## src/core/idw_pkg.sv

```systemverilog
// Purpose: constants, register map and state types of the identify record
// Assumes: 16-bit record words, 32-bit register port
// Notes:   word contents are fixed here, geometry comes from registers
package idw_pkg;

  // record shape
  localparam int unsigned IDW_WORDS        = 256;
  localparam logic [7:0]  IDW_LAST_WORD    = 8'hff;

  // general configuration word choices
  localparam logic [15:0] W0_STANDARD      = 16'h848a;
  localparam logic [15:0] W0_ALT_RETIRED   = 16'h044a;
  localparam logic [15:0] W0_ALT_CLEAN     = 16'h0040;
  localparam logic [1:0]  W0_SEL_STANDARD  = 2'h0;
  localparam logic [1:0]  W0_SEL_RETIRED   = 2'h1;
  localparam logic [1:0]  W0_SEL_CLEAN     = 2'h2;
  localparam int          W0_NONREMOV_BIT  = 6;

  // fixed record words
  localparam logic [15:0] BUF_TYPE_WORD    = 16'h0002;
  localparam logic [15:0] MULT_MAX_WORD    = 16'h8001;
  localparam logic [15:0] CAPS_WORD        = 16'h0b00;
  localparam logic [15:0] PIO_MODE_WORD    = 16'h0200;
  localparam logic [15:0] VALID_WORD       = 16'h0007;
  localparam logic [15:0] ADV_PIO_WORD     = 16'h0003;
  localparam logic [15:0] FEATURE_WORD     = 16'h706b;
  localparam logic [7:0]  MULT_VALID_BYTE  = 8'h01;
  localparam logic [7:0]  SPACE_CHAR       = 8'h20;

  // cycle times reported in nanoseconds
  localparam int          MDMA_CYCLE_NS    = 120;
  localparam int          PIO_CYCLE_NS     = 120;
  localparam logic [15:0] MDMA_CYCLE_WORD  = 16'(MDMA_CYCLE_NS);
  localparam logic [15:0] PIO_CYCLE_WORD   = 16'(PIO_CYCLE_NS);

  // register byte addresses
  localparam logic [7:0]  REG_CONFIG       = 8'h00;
  localparam logic [7:0]  REG_DEF_GEOM     = 8'h04;
  localparam logic [7:0]  REG_DEF_SPT      = 8'h08;
  localparam logic [7:0]  REG_CUR_GEOM     = 8'h0c;
  localparam logic [7:0]  REG_CUR_SPT      = 8'h10;
  localparam logic [7:0]  REG_TOTAL        = 8'h14;
  localparam logic [7:0]  REG_MULT         = 8'h18;
  localparam logic [7:0]  REG_DMA_SEL      = 8'h1c;
  localparam logic [7:0]  REG_SN_USER      = 8'h20;
  localparam logic [7:0]  REG_STATUS       = 8'h24;

  // field positions
  localparam int          CFG_ROOT_BIT     = 2;
  localparam int          STAT_ACTIVE_BIT  = 8;

  // reset values
  localparam logic [15:0] RST_CYL          = 16'h0400;
  localparam logic [15:0] RST_HEADS        = 16'h0010;
  localparam logic [15:0] RST_SPT          = 16'h003f;
  localparam logic [31:0] RST_TOTAL        = 32'h000fc000;
  localparam logic [7:0]  RST_MULT         = 8'h00;
  localparam logic [2:0]  RST_DMA_SEL      = 3'h0;
  localparam logic [79:0] RST_SN_USER      = {10{SPACE_CHAR}};

  // streaming states, one-hot
  typedef enum logic [1:0] {
    IDW_IDLE = 2'b01,
    IDW_SEND = 2'b10
  } idw_fsm_t;

  // whole state of the block
  typedef struct packed {
    idw_fsm_t    fsm;
    logic [7:0]  ptr;
    logic [15:0] data;
    logic [31:0] rdata;
    logic [1:0]  w0_sel;
    logic        root;
    logic [15:0] def_cyl;
    logic [15:0] def_heads;
    logic [15:0] def_spt;
    logic [15:0] cur_cyl;
    logic [15:0] cur_heads;
    logic [15:0] cur_spt;
    logic [31:0] total;
    logic [7:0]  mult;
    logic [2:0]  dma_sel;
    logic [79:0] sn_user;
  } idw_state_t;

endpackage

```

## src/core/idw_identify_data_words.sv

```systemverilog
// Purpose: builds and streams the 256-word drive identification record
// Assumes: all inputs synchronous to clk, one clock domain
// Notes:   words are formed on the fly, no record memory is held
//
// Strobed register access and the address map are this design's own decisions.
`timescale 1ns/1ps
`default_nettype none

// What this block does
// standard configuration word reads 848AH
// alternates 044AH or 0040H may be chosen
// word 0 top nibble only 8H or 0H
// word 0 retired bits 11-8 are 0H or 4H
// word 0 low bits 00H or 0AH, bits 2,0 zero
// root storage mode sets word 0 bit 6
// words 7-8 give total sector count
// serial: user bytes left, unique ID right
// word 20 reports dual-ported buffer 0002H
// word 47 allows one sector per interrupt
// capabilities: bit 13 clear; 11,9,8 set
// word 53 validates 54-58, 64-70, 88
// words 57-58 are cylinders times heads times sectors
// word 59 high byte 01H, low byte multiple count
// only one DMA mode selected at once
// DMA mode 2 support implies modes 0, 1
// word 64 reports PIO modes 3 and 4
// words 65-66 report 120 ns DMA cycle
// faster DMA may be throttled by request drop
// words 67-68 report 0078H PIO cycle
// feature-set words report 706BH
// record goes out as 256 ascending words
module idw_identify_data_words #(
  parameter logic [2:0]   MDMA_SUPPORT = 3'h7,            // supported dma modes
  parameter logic [63:0]  FW_REV       = {8{8'h20}},      // arbitrary default
  parameter logic [319:0] MODEL_TEXT   = {40{8'h20}}      // arbitrary default
) (
  input  wire logic        clk,        // 40 mhz core clock
  input  wire logic        srst,       // synchronous reset, high
  input  wire logic [7:0]  reg_addr,   // register byte address
  input  wire logic [31:0] reg_wdata,  // register write data
  input  wire logic        reg_wr,     // register write strobe
  input  wire logic        reg_rd,     // register read strobe
  output logic      [31:0] reg_rdata,  // read data, cycle after strobe
  input  wire logic [79:0] uid,        // factory unique id, ten ascii bytes
  input  wire logic        id_start,   // identify command accepted
  input  wire logic        id_next,    // host took the current word
  output logic      [15:0] id_data,    // current record word
  output logic             id_valid    // record stream in progress
);
  import idw_pkg::*;

  idw_state_t s_ff;       // registered state
  idw_state_t nxt_s;      // next state
  logic [31:0] cap;       // current capacity in sectors
  logic [2:0]  dma_sup;   // supported mask after closure

  // current capacity, low 32 bits of the three-way product
  // a large geometry overflows 32 bits; the host only sees the low 32 bits of the 48-bit product

  always_comb begin
    logic [47:0] prod;
    prod = 48'h0;
    prod = {s_ff.cur_cyl, 32'h0} >> 32;
    prod = prod * {32'h0, s_ff.cur_heads};
    prod = prod * {32'h0, s_ff.cur_spt};
    cap  = prod[31:0];
  end

  // a mode 2 capable part is always mode 0 and 1 capable

  assign dma_sup = MDMA_SUPPORT[2] ? (MDMA_SUPPORT | 3'h3) : MDMA_SUPPORT;

  // general configuration word, choice plus root storage flag
  function automatic logic [15:0] idw_word0(input logic [1:0] sel,
                                            input logic       root);
    logic [15:0] w;
    w = W0_STANDARD;
    case (sel)
      W0_SEL_RETIRED: w = W0_ALT_RETIRED;
      W0_SEL_CLEAN:   w = W0_ALT_CLEAN;
      default:        w = W0_STANDARD;     // reserved codes fall back
    endcase
    // hosts booting from this unit in true ide mode need non-removable
    if (root) begin
      w[W0_NONREMOV_BIT] = 1'b1;
    end
    // every choice keeps the top nibble at 8h or 0h
    // retired bits 11-8 stay at 0h or 4h
    // low field stays 00h or 0ah, bits 2 and 0 clear
    return w;
  endfunction

  // one record word by index
  function automatic logic [15:0] idw_word(input logic [7:0] idx,
                                           input idw_state_t s,
                                           input logic [79:0]  id,
                                           input logic [31:0]  c,
                                           input logic [2:0]   sup);
    logic [7:0]  k;
    logic [15:0] w;
    k = 8'h0;
    w = 16'h0;
    case (idx) inside
      8'd0:  w = idw_word0(s.w0_sel, s.root);
      8'd1:  w = s.def_cyl;
      8'd3:  w = s.def_heads;
      8'd6:  w = s.def_spt;
      8'd7:  w = s.total[31:16];
      8'd8:  w = s.total[15:0];
      [8'd10:8'd14]: begin
        k = idx - 8'd10;
        w = s.sn_user[79-16*k -: 16];
      end
      [8'd15:8'd19]: begin
        k = idx - 8'd15;
        w = id[79-16*k -: 16];
      end
      8'd20: w = BUF_TYPE_WORD;
      [8'd23:8'd26]: begin
        k = idx - 8'd23;
        w = FW_REV[63-16*k -: 16];
      end
      [8'd27:8'd46]: begin
        k = idx - 8'd27;
        w = MODEL_TEXT[319-16*k -: 16];
      end
      8'd47: w = MULT_MAX_WORD;
      8'd49: w = CAPS_WORD;
      8'd51: w = PIO_MODE_WORD;
      8'd53: w = VALID_WORD;
      8'd54: w = s.cur_cyl;
      8'd55: w = s.cur_heads;
      8'd56: w = s.cur_spt;
      8'd57: w = c[15:0];
      8'd58: w = c[31:16];
      8'd59: w = {MULT_VALID_BYTE, s.mult};
      8'd60: w = s.total[15:0];
      8'd61: w = s.total[31:16];
      8'd63: w = {5'h0, s.dma_sel, 5'h0, sup};
      8'd64: w = ADV_PIO_WORD;
      8'd65: w = MDMA_CYCLE_WORD;
      // shorter host cycles are throttled by the transfer engine
      8'd66: w = MDMA_CYCLE_WORD;                     // see R18
      8'd67: w = PIO_CYCLE_WORD;
      8'd68: w = PIO_CYCLE_WORD;
      [8'd82:8'd84]: w = FEATURE_WORD;
      default: w = 16'h0;                             // reserved words
    endcase
    return w;
  endfunction

  // next state: register port, record stream
  always_comb begin
    nxt_s       = s_ff;
    nxt_s.rdata = 32'h0;                  // read data live one cycle only
    // register writes
    if (reg_wr) begin
      case (reg_addr)
        REG_CONFIG: begin
          nxt_s.w0_sel = reg_wdata[1:0];
          nxt_s.root   = reg_wdata[CFG_ROOT_BIT];
        end
        REG_DEF_GEOM: begin
          nxt_s.def_cyl   = reg_wdata[15:0];
          nxt_s.def_heads = reg_wdata[31:16];
        end
        REG_DEF_SPT: nxt_s.def_spt = reg_wdata[15:0];
        REG_CUR_GEOM: begin
          nxt_s.cur_cyl   = reg_wdata[15:0];
          nxt_s.cur_heads = reg_wdata[31:16];
        end
        REG_CUR_SPT: nxt_s.cur_spt = reg_wdata[15:0];
        REG_TOTAL:   nxt_s.total   = reg_wdata;
        REG_MULT:    nxt_s.mult    = reg_wdata[7:0];
        REG_DMA_SEL: begin
          // a new selection replaces the old one, never adds to it
          case (reg_wdata[1:0])
            2'h0:    nxt_s.dma_sel = 3'h1;
            2'h1:    nxt_s.dma_sel = 3'h2;
            2'h2:    nxt_s.dma_sel = 3'h4;
            default: nxt_s.dma_sel = 3'h0;               // no mode
          endcase
        end
        REG_SN_USER: begin
          // one character per write, index in bits 11:8
          for (int i = 0; i < 10; i++) begin
            if (reg_wdata[11:8] == 4'(i)) begin
              nxt_s.sn_user[79-8*i -: 8] = reg_wdata[7:0];
            end
          end
        end
        default: ;                                 // unmapped and read-only, ignored
      endcase
    end
    // register reads
    if (reg_rd) begin
      case (reg_addr)
        REG_CONFIG:   nxt_s.rdata = {29'h0, s_ff.root, s_ff.w0_sel};
        REG_DEF_GEOM: nxt_s.rdata = {s_ff.def_heads, s_ff.def_cyl};
        REG_DEF_SPT:  nxt_s.rdata = {16'h0, s_ff.def_spt};
        REG_CUR_GEOM: nxt_s.rdata = {s_ff.cur_heads, s_ff.cur_cyl};
        REG_CUR_SPT:  nxt_s.rdata = {16'h0, s_ff.cur_spt};
        REG_TOTAL:    nxt_s.rdata = s_ff.total;
        REG_MULT:     nxt_s.rdata = {24'h0, s_ff.mult};
        REG_DMA_SEL:  nxt_s.rdata = {29'h0, s_ff.dma_sel};
        REG_STATUS:   nxt_s.rdata = {23'h0, s_ff.fsm == IDW_SEND, s_ff.ptr};
        default:      nxt_s.rdata = 32'h0;  // unmapped and write-only
      endcase
    end
    // record stream
    case (s_ff.fsm)
      IDW_IDLE: begin
        if (id_start) begin
          nxt_s.fsm  = IDW_SEND;
          nxt_s.ptr  = 8'h0;
          nxt_s.data = idw_word(8'h0, s_ff, uid, cap, dma_sup);
        end
      end
      IDW_SEND: begin
        // a repeated identify while sending is ignored
        if (id_next) begin
          if (s_ff.ptr == IDW_LAST_WORD) begin
            nxt_s.fsm  = IDW_IDLE;
            nxt_s.ptr  = 8'h0;
            nxt_s.data = 16'h0;
          end else begin
            nxt_s.ptr  = s_ff.ptr + 8'h1;
            nxt_s.data = idw_word(s_ff.ptr + 8'h1, s_ff, uid, cap, dma_sup);
          end
        end
      end
      default: begin
        nxt_s.fsm = IDW_IDLE;             // illegal code recovers
      end
    endcase
    // reset values
    if (srst) begin
      nxt_s.fsm       = IDW_IDLE;
      nxt_s.ptr       = 8'h0;
      nxt_s.data      = 16'h0;
      nxt_s.rdata     = 32'h0;
      nxt_s.w0_sel    = W0_SEL_STANDARD;
      nxt_s.root      = 1'b0;
      nxt_s.def_cyl   = RST_CYL;
      nxt_s.def_heads = RST_HEADS;
      nxt_s.def_spt   = RST_SPT;
      nxt_s.cur_cyl   = RST_CYL;
      nxt_s.cur_heads = RST_HEADS;
      nxt_s.cur_spt   = RST_SPT;
      nxt_s.total     = RST_TOTAL;
      nxt_s.mult      = RST_MULT;         // multiple commands invalid
      nxt_s.dma_sel   = RST_DMA_SEL;
      nxt_s.sn_user   = RST_SN_USER;      // user serial defaults to spaces
    end
  end

  // state register
  // no reset branch here: reset is folded into the next-state logic
  always_ff @(posedge clk) begin
    s_ff <= nxt_s;
  end

  // reg_rdata and id_data straight from flops, id_valid decoded from the state flops
  assign reg_rdata = s_ff.rdata;
  assign id_data   = s_ff.data;
  assign id_valid  = (s_ff.fsm == IDW_SEND);

  logic w0_out;   // word 0 on the data port
  assign w0_out = id_valid && (s_ff.ptr == 8'h0);
endmodule

`default_nettype wire

```

## config.mk

```make
export PLATFORM = sky130hd
export DESIGN_NAME = idw_identify_data_words
export DESIGN_NICKNAME = d
export VERILOG_FILES = /design/src/core/idw_pkg.sv /design/src/core/idw_identify_data_words.sv
export SDC_FILE = /design/constraint.sdc
export NUM_CORES = 2
export LEC_CHECK = 0
export BUFFER_PORTS_ARGS = -buffer_cell sky130_fd_sc_hd__buf_2
export CAP_MARGIN = 20
export CORE_UTILIZATION = 34
export DETAILED_ROUTE_END_ITERATION = 16
export GPL_TIMING_DRIVEN = 0
export PLACE_DENSITY = 0.56
export SYNTH_ARGS = -nofsm -noshare
export SYNTH_HDL_FRONTEND = slang
export SYNTH_SLANG_ARGS = --single-unit
```

## constraint.sdc

```tcl
create_clock -name clk -period 13.1 [get_ports clk]
set_input_delay 1.31 -clock clk [delete_from_list [all_inputs] [get_ports clk]]
set_output_delay 1.31 -clock clk [all_outputs]
set_load 0.02 [all_outputs]
```

* Yosys cells after proc, flatten, opt, wreduce, memory -nomap -nowiden
Cells that the tools add are included.
** Storage, ports and cells
- Flip-flop bits (word level) :: 280
- Input bits :: 126
- Output and inout bits :: 49
- Logic and storage cells :: 174
** Cells by class
- Add/sub/neg operators :: 9
- Multiply operators :: 2
- $lt $le $gt $ge :: 10
- Equality and inequality tests :: 52
- Shift operators :: 4
- Multiplexer cells :: 40
- Bitwise operators :: 1
- Reduce and logical (&&, ||, !) cells :: 31
** Operators by type and width (number)
- $mux W16 :: 23
- $shiftx A335 B33 Y16 const A :: 1
- $pmux W32 S9 :: 1
- $shiftx A95 B33 Y16 :: 2
- $eq A8 B6 Y1 const B :: 15
- $mux W15 :: 7
- $shiftx A79 B33 Y16 const A :: 1
- $mux W26 :: 2
- $pmux W24 S2 :: 1
- $eq A8 B5 Y1 const B :: 5
- $eq A8 B7 Y1 const B :: 5
- $reduce_and A3 Y1 :: 12
- $mul A16 B16 Y32 :: 1
- $mul A32 B16 Y32 :: 1
- $pmux W16 S2 :: 1
- $sub A7 B12 Y13 const A :: 2
- $eq A8 B3 Y1 const B :: 3
- $eq A8 B4 Y1 const B :: 3
- $mux W24 :: 1
- $eq A4 B3 Y1 const B :: 4
- $ge A8 B4 Y1 const B :: 2
- $ge A8 B5 Y1 const B :: 2
- $le A8 B5 Y1 const B :: 2
- $logic_not A8 Y1 :: 2
- other kinds (30) :: 50

* Depth between registers and ports, before layout
- Depth in word-level cells :: 36
- Depth in mapped cells :: 50
- Depth with buffers taken out :: 47

* Least setup slack after synthesis
No wires, ideal clock.
- Path kind :: register to register
- Start :: register s_ff[140] (netlist name)
- End :: register s_ff, in the netlist id_data[14]
- Arrival :: 11.436 ns
- Data required time :: 12.985 ns
- Setup slack :: 1.550 ns
- Stages on the path, launching flop included :: 41
- Path buffers :: 3
- Path through :: dfxtp_1 clkbuf_1 clkbuf_1 nand2_1 fa_1 fa_1 fa_1 fa_1 fa_1 fa_1 inv_1 ha_1 a21oi_2 o21bai_1 o41a_1 o21a_1 nor2_1 clkbuf_1 [5 not listed] inv_1 fa_1 inv_1 fa_1 inv_1 ha_1 a21o_1 a21o_1 a21o_1 a211oi_1 o21ai_0 a221o_1 a21o_1 a2111oi_0 a41o_1 a21o_1 a21oi_1 o21a_1
** On the way
- Word-level cells in the longest chain between the ends :: 25
** Ends and longest elaborated chain
- start: declaration :: line idw_identify_data_words.sv:52 : idw_state_t s_ff;
- start signal: assignment :: line idw_identify_data_words.sv:260 : s_ff <= nxt_s;
- $mul A16 B16 Y32 (*) :: line idw_identify_data_words.sv:64 : prod = prod * {32'h0, s_ff.cur_heads};
- $mul A32 B16 Y32 (*) :: line idw_identify_data_words.sv:65 : prod = prod * {32'h0, s_ff.cur_spt};
- $mux W16 :: line idw_identify_data_words.sv:103 : case (idx) inside
- $mux W16 (*) (19 in series) :: line idw_identify_data_words.sv:103
- $mux W24 (*) :: line idw_identify_data_words.sv:222 : if (s_ff.ptr == IDW_LAST_WORD) begin
- $mux W26 (*) :: line idw_identify_data_words.sv:221 : if (id_next) begin
- $pmux W24 S2 (*) :: line idw_identify_data_words.sv:211 : case (s_ff.fsm)
Every way passes the cells marked *; elsewhere a longest branch is shown, timed or not. The select of a mux whose other input is x is not followed.
A chain may end at the register's enable or synchronous reset.

* Final worst setup path
- Start :: register s_ff[144] (netlist name)
- End :: register s_ff, in the netlist id_data[15]
The elaborated chain is that of the path after synthesis.

==> flow_summary.ini <==
[run_status]
outcome = completed

[critical_path]
cp-startpoint = s_ff[144]
crit_top_cell = fa_1
start_kind = register
rr_startpoint = s_ff[144]
rrSetupSlack_ns = 0.44
crit_fanout = 10
crit_family = adder cells
endpoint_kind = register
cp_slowest_stage_delay_ns = 0.58
slowest_stage = fa_1
timing_worst_setup_path_type = reg2reg
crit_required_ns = 13.53
path_buf_inv = 7
arrival_ns = 13.09

[global_route]
grt_usage_pct = 28.9
grt_pass1_vias = 32359
antenna_found_initial = 11
grt_pass1_wl_microns = 221000
grt_max_degree = 16
grt_overflow = 0

[clock_tree]
cts_buffers = 29
h-tree-depth = 1
clk_pin_slew_worst_paths_ns = 0.07
clk_latency_ns = 0.61
clk_path_buf_depth = 3
cts.sinks = 280
cts_tree = yes
root_buffer = clkbuf_16

[cells_and_area]
multi_input_area_sq_um = 26200
n_fill_cell = 10675
syn2layout_area_growth_pct = 11.1
fin_area_sq_um = 39200
layout_common_cells = nand2_1 (888), inv_1 (564), fa_1 (498), a21oi_1 (283), dfxtp_1 (252)
drive_gt1_share_pct = 10.1
final_nets = 5312
seq_area_sq_um = 5660
final_common_cell = nand2_1

[place]
post-dp-hpwl_microns = 123000
portBuffers = 165
place_congestion = 1.04
placedInstanceArea_sq_um = 37900

[min_path]
worstHoldStart = s_ff[19]
hp-class = reg2reg

[synth]
netlist_area_sq_um = 35300
ys.warnings.count = 0
synth_seq_area_share_pct = 15.9
synth_seq_cells = 280
synthArstFlopShare_pct = 0
postSynthNetCount = 5138
ys_types = 84
synth_ff_type = dfxtp_1
syn_avg_cell_area_sq_um = 8.15
synth_edf_count = 0
synth_cells = 4332

[sta]
worst_pin_slew_ns = 1.25
fin_skew_ns = 0.0275
maxSlewHeadroom_pct = 16.9
slew_viol_final = 0
finalSetupViolations = 0
hold_viol = 0
clock.fmax_mhz = 79.0
fin_crit_sh_pct = 96.6
period_minus_slack_ns = 12.66
fin_setup_tns_ns = 0

[pwr]
leakage_nw = 16.1
p_per_area_nw_per_um2 = 48.5
max-vdd-ir-drop_mv = 0.0829

[drt]
viasPerCell = 5.45
first_iter_violations = 3144
routedWlPerCell_microns = 25.5
drcViolationCount = 0
ant_nets = 0
drtPass1Iterations = 7
drt_wl_total_microns = 150000
vias = 32187

[floorplanning]
chipWidth_microns = 324
initial_core_util_pct = 34.5
die_y_microns = 324
core_sq_um = 102000
die-area_sq_um = 105000
boundaryPins = 175
rows = 117

[flow_run]
max_cap_viol_count = 0
power by group:
part           switching, W  internal, W  leakage, nW
Clock              0.000394     0.000518        0.495
Combinational     0.0000930    0.0000417         13.3
Sequential       0.00000337     0.000852         2.27
worst reg2reg max path: cells and delay by family, from the launching register on:
family / cells / cell delay (ns)
buffers and inverters: 7 / 0.79
and+or+nand+nor: 3 / 0.34
xor gates and xnor gates: 11 / 2.61
AOI/OAI and AO/OA: 8 / 1.87
adders and majority gates: 13 / 6.40
DFF: 1 / 0.48
per-stage QoR:
stage / worst slack, ns / util, % / std cells / power (W) / hold WS [ns]
final: 0.440 / 38.3 / 5901 / 0.00190 / 0.449
after global routing: -0.0505 / 38.3 / 5897 / 0.00194 / 0.469
after CTS: 0.0192 / 38.1 / 5897 / 0.00191 / 0.451
after detailed placement: -1.23 / 37.0 / 5872 / 0.00101 / 0.443
after global placement: -1.71 / 37.0 / 5865 / 0.00101 / 0.435
after floorplan: 1.55 / - / 4332 / 0.000934 / 0.429
cell type report:
cell class	instances	area share (%)
antenna	5	0.0319
buffer	312	3.92
clock buffer	39	2.07
clock inverter	14	0.514
inverter	564	5.40
multi-input combinational	3143	66.9
sequential	280	14.4
tap	1368	4.36
timing repair buffer	176	2.35
registers in the layout (all words and copies together) (netlist names):
| signal | count |
|---|---|
| id_data | 16 |
| s_ff | 232 |
| reg_rdata | 32 |
cell usage after synthesis (all sizes together), types with 57 or more instances:
cell	n	area, sq um
a21oi	288	1450
a22oi	57	428
and2	250	1570
buf	67	449
clkbuf	277	1100
dfxtp	280	5610
fa	498	9970
ha	182	2280
inv	564	2120
nand2	890	3350
nor2	180	676
nor3	58	313
o21ai	99	495
xnor2	70	621
per-layer routing:
metal | share of wire (%) | vias up | wire length [microns] | track usage (%)
met5 | 0.031 | - | 46 | 0
met4 | 6.4 | 8 | 9680 | 16.0
met3 | 7.5 | 369 | 11300 | 4.17
met2 | 46 | 1469 | 68700 | 46.6
met1 | 40 | 16093 | 60500 | 37.1
li1 | - | 14248 | - | -
cell families after synthesis:
logic type,share of synthesized area (%)
buffers and inverters,10.4
adders and majority gates,34.7
muxes,2.78
and+or+nand+nor,20.5
AOI/OAI and AO/OA,13.1
xor gates and xnor gates,2.60
DFF,15.9
repair_timing:
| action | 4_1_cts | 5_1_grt |
|---|---|---|
| hold buffers | 0 | 0 |
| resized for setup | 63 | 111 |
| setup buffers | 0 | 2 |
| endpoints found under the setup margin | 16 | 13 |
| pin swaps | 0 | 4 |
final timing paths:
check                 to  depth (start not counted)
max          id_data[15]                         42
min             s_ff[19]                          2
max reg2reg  id_data[15]                         42
min reg2reg     s_ff[19]                          2
(Power assumes the default switching activity.)
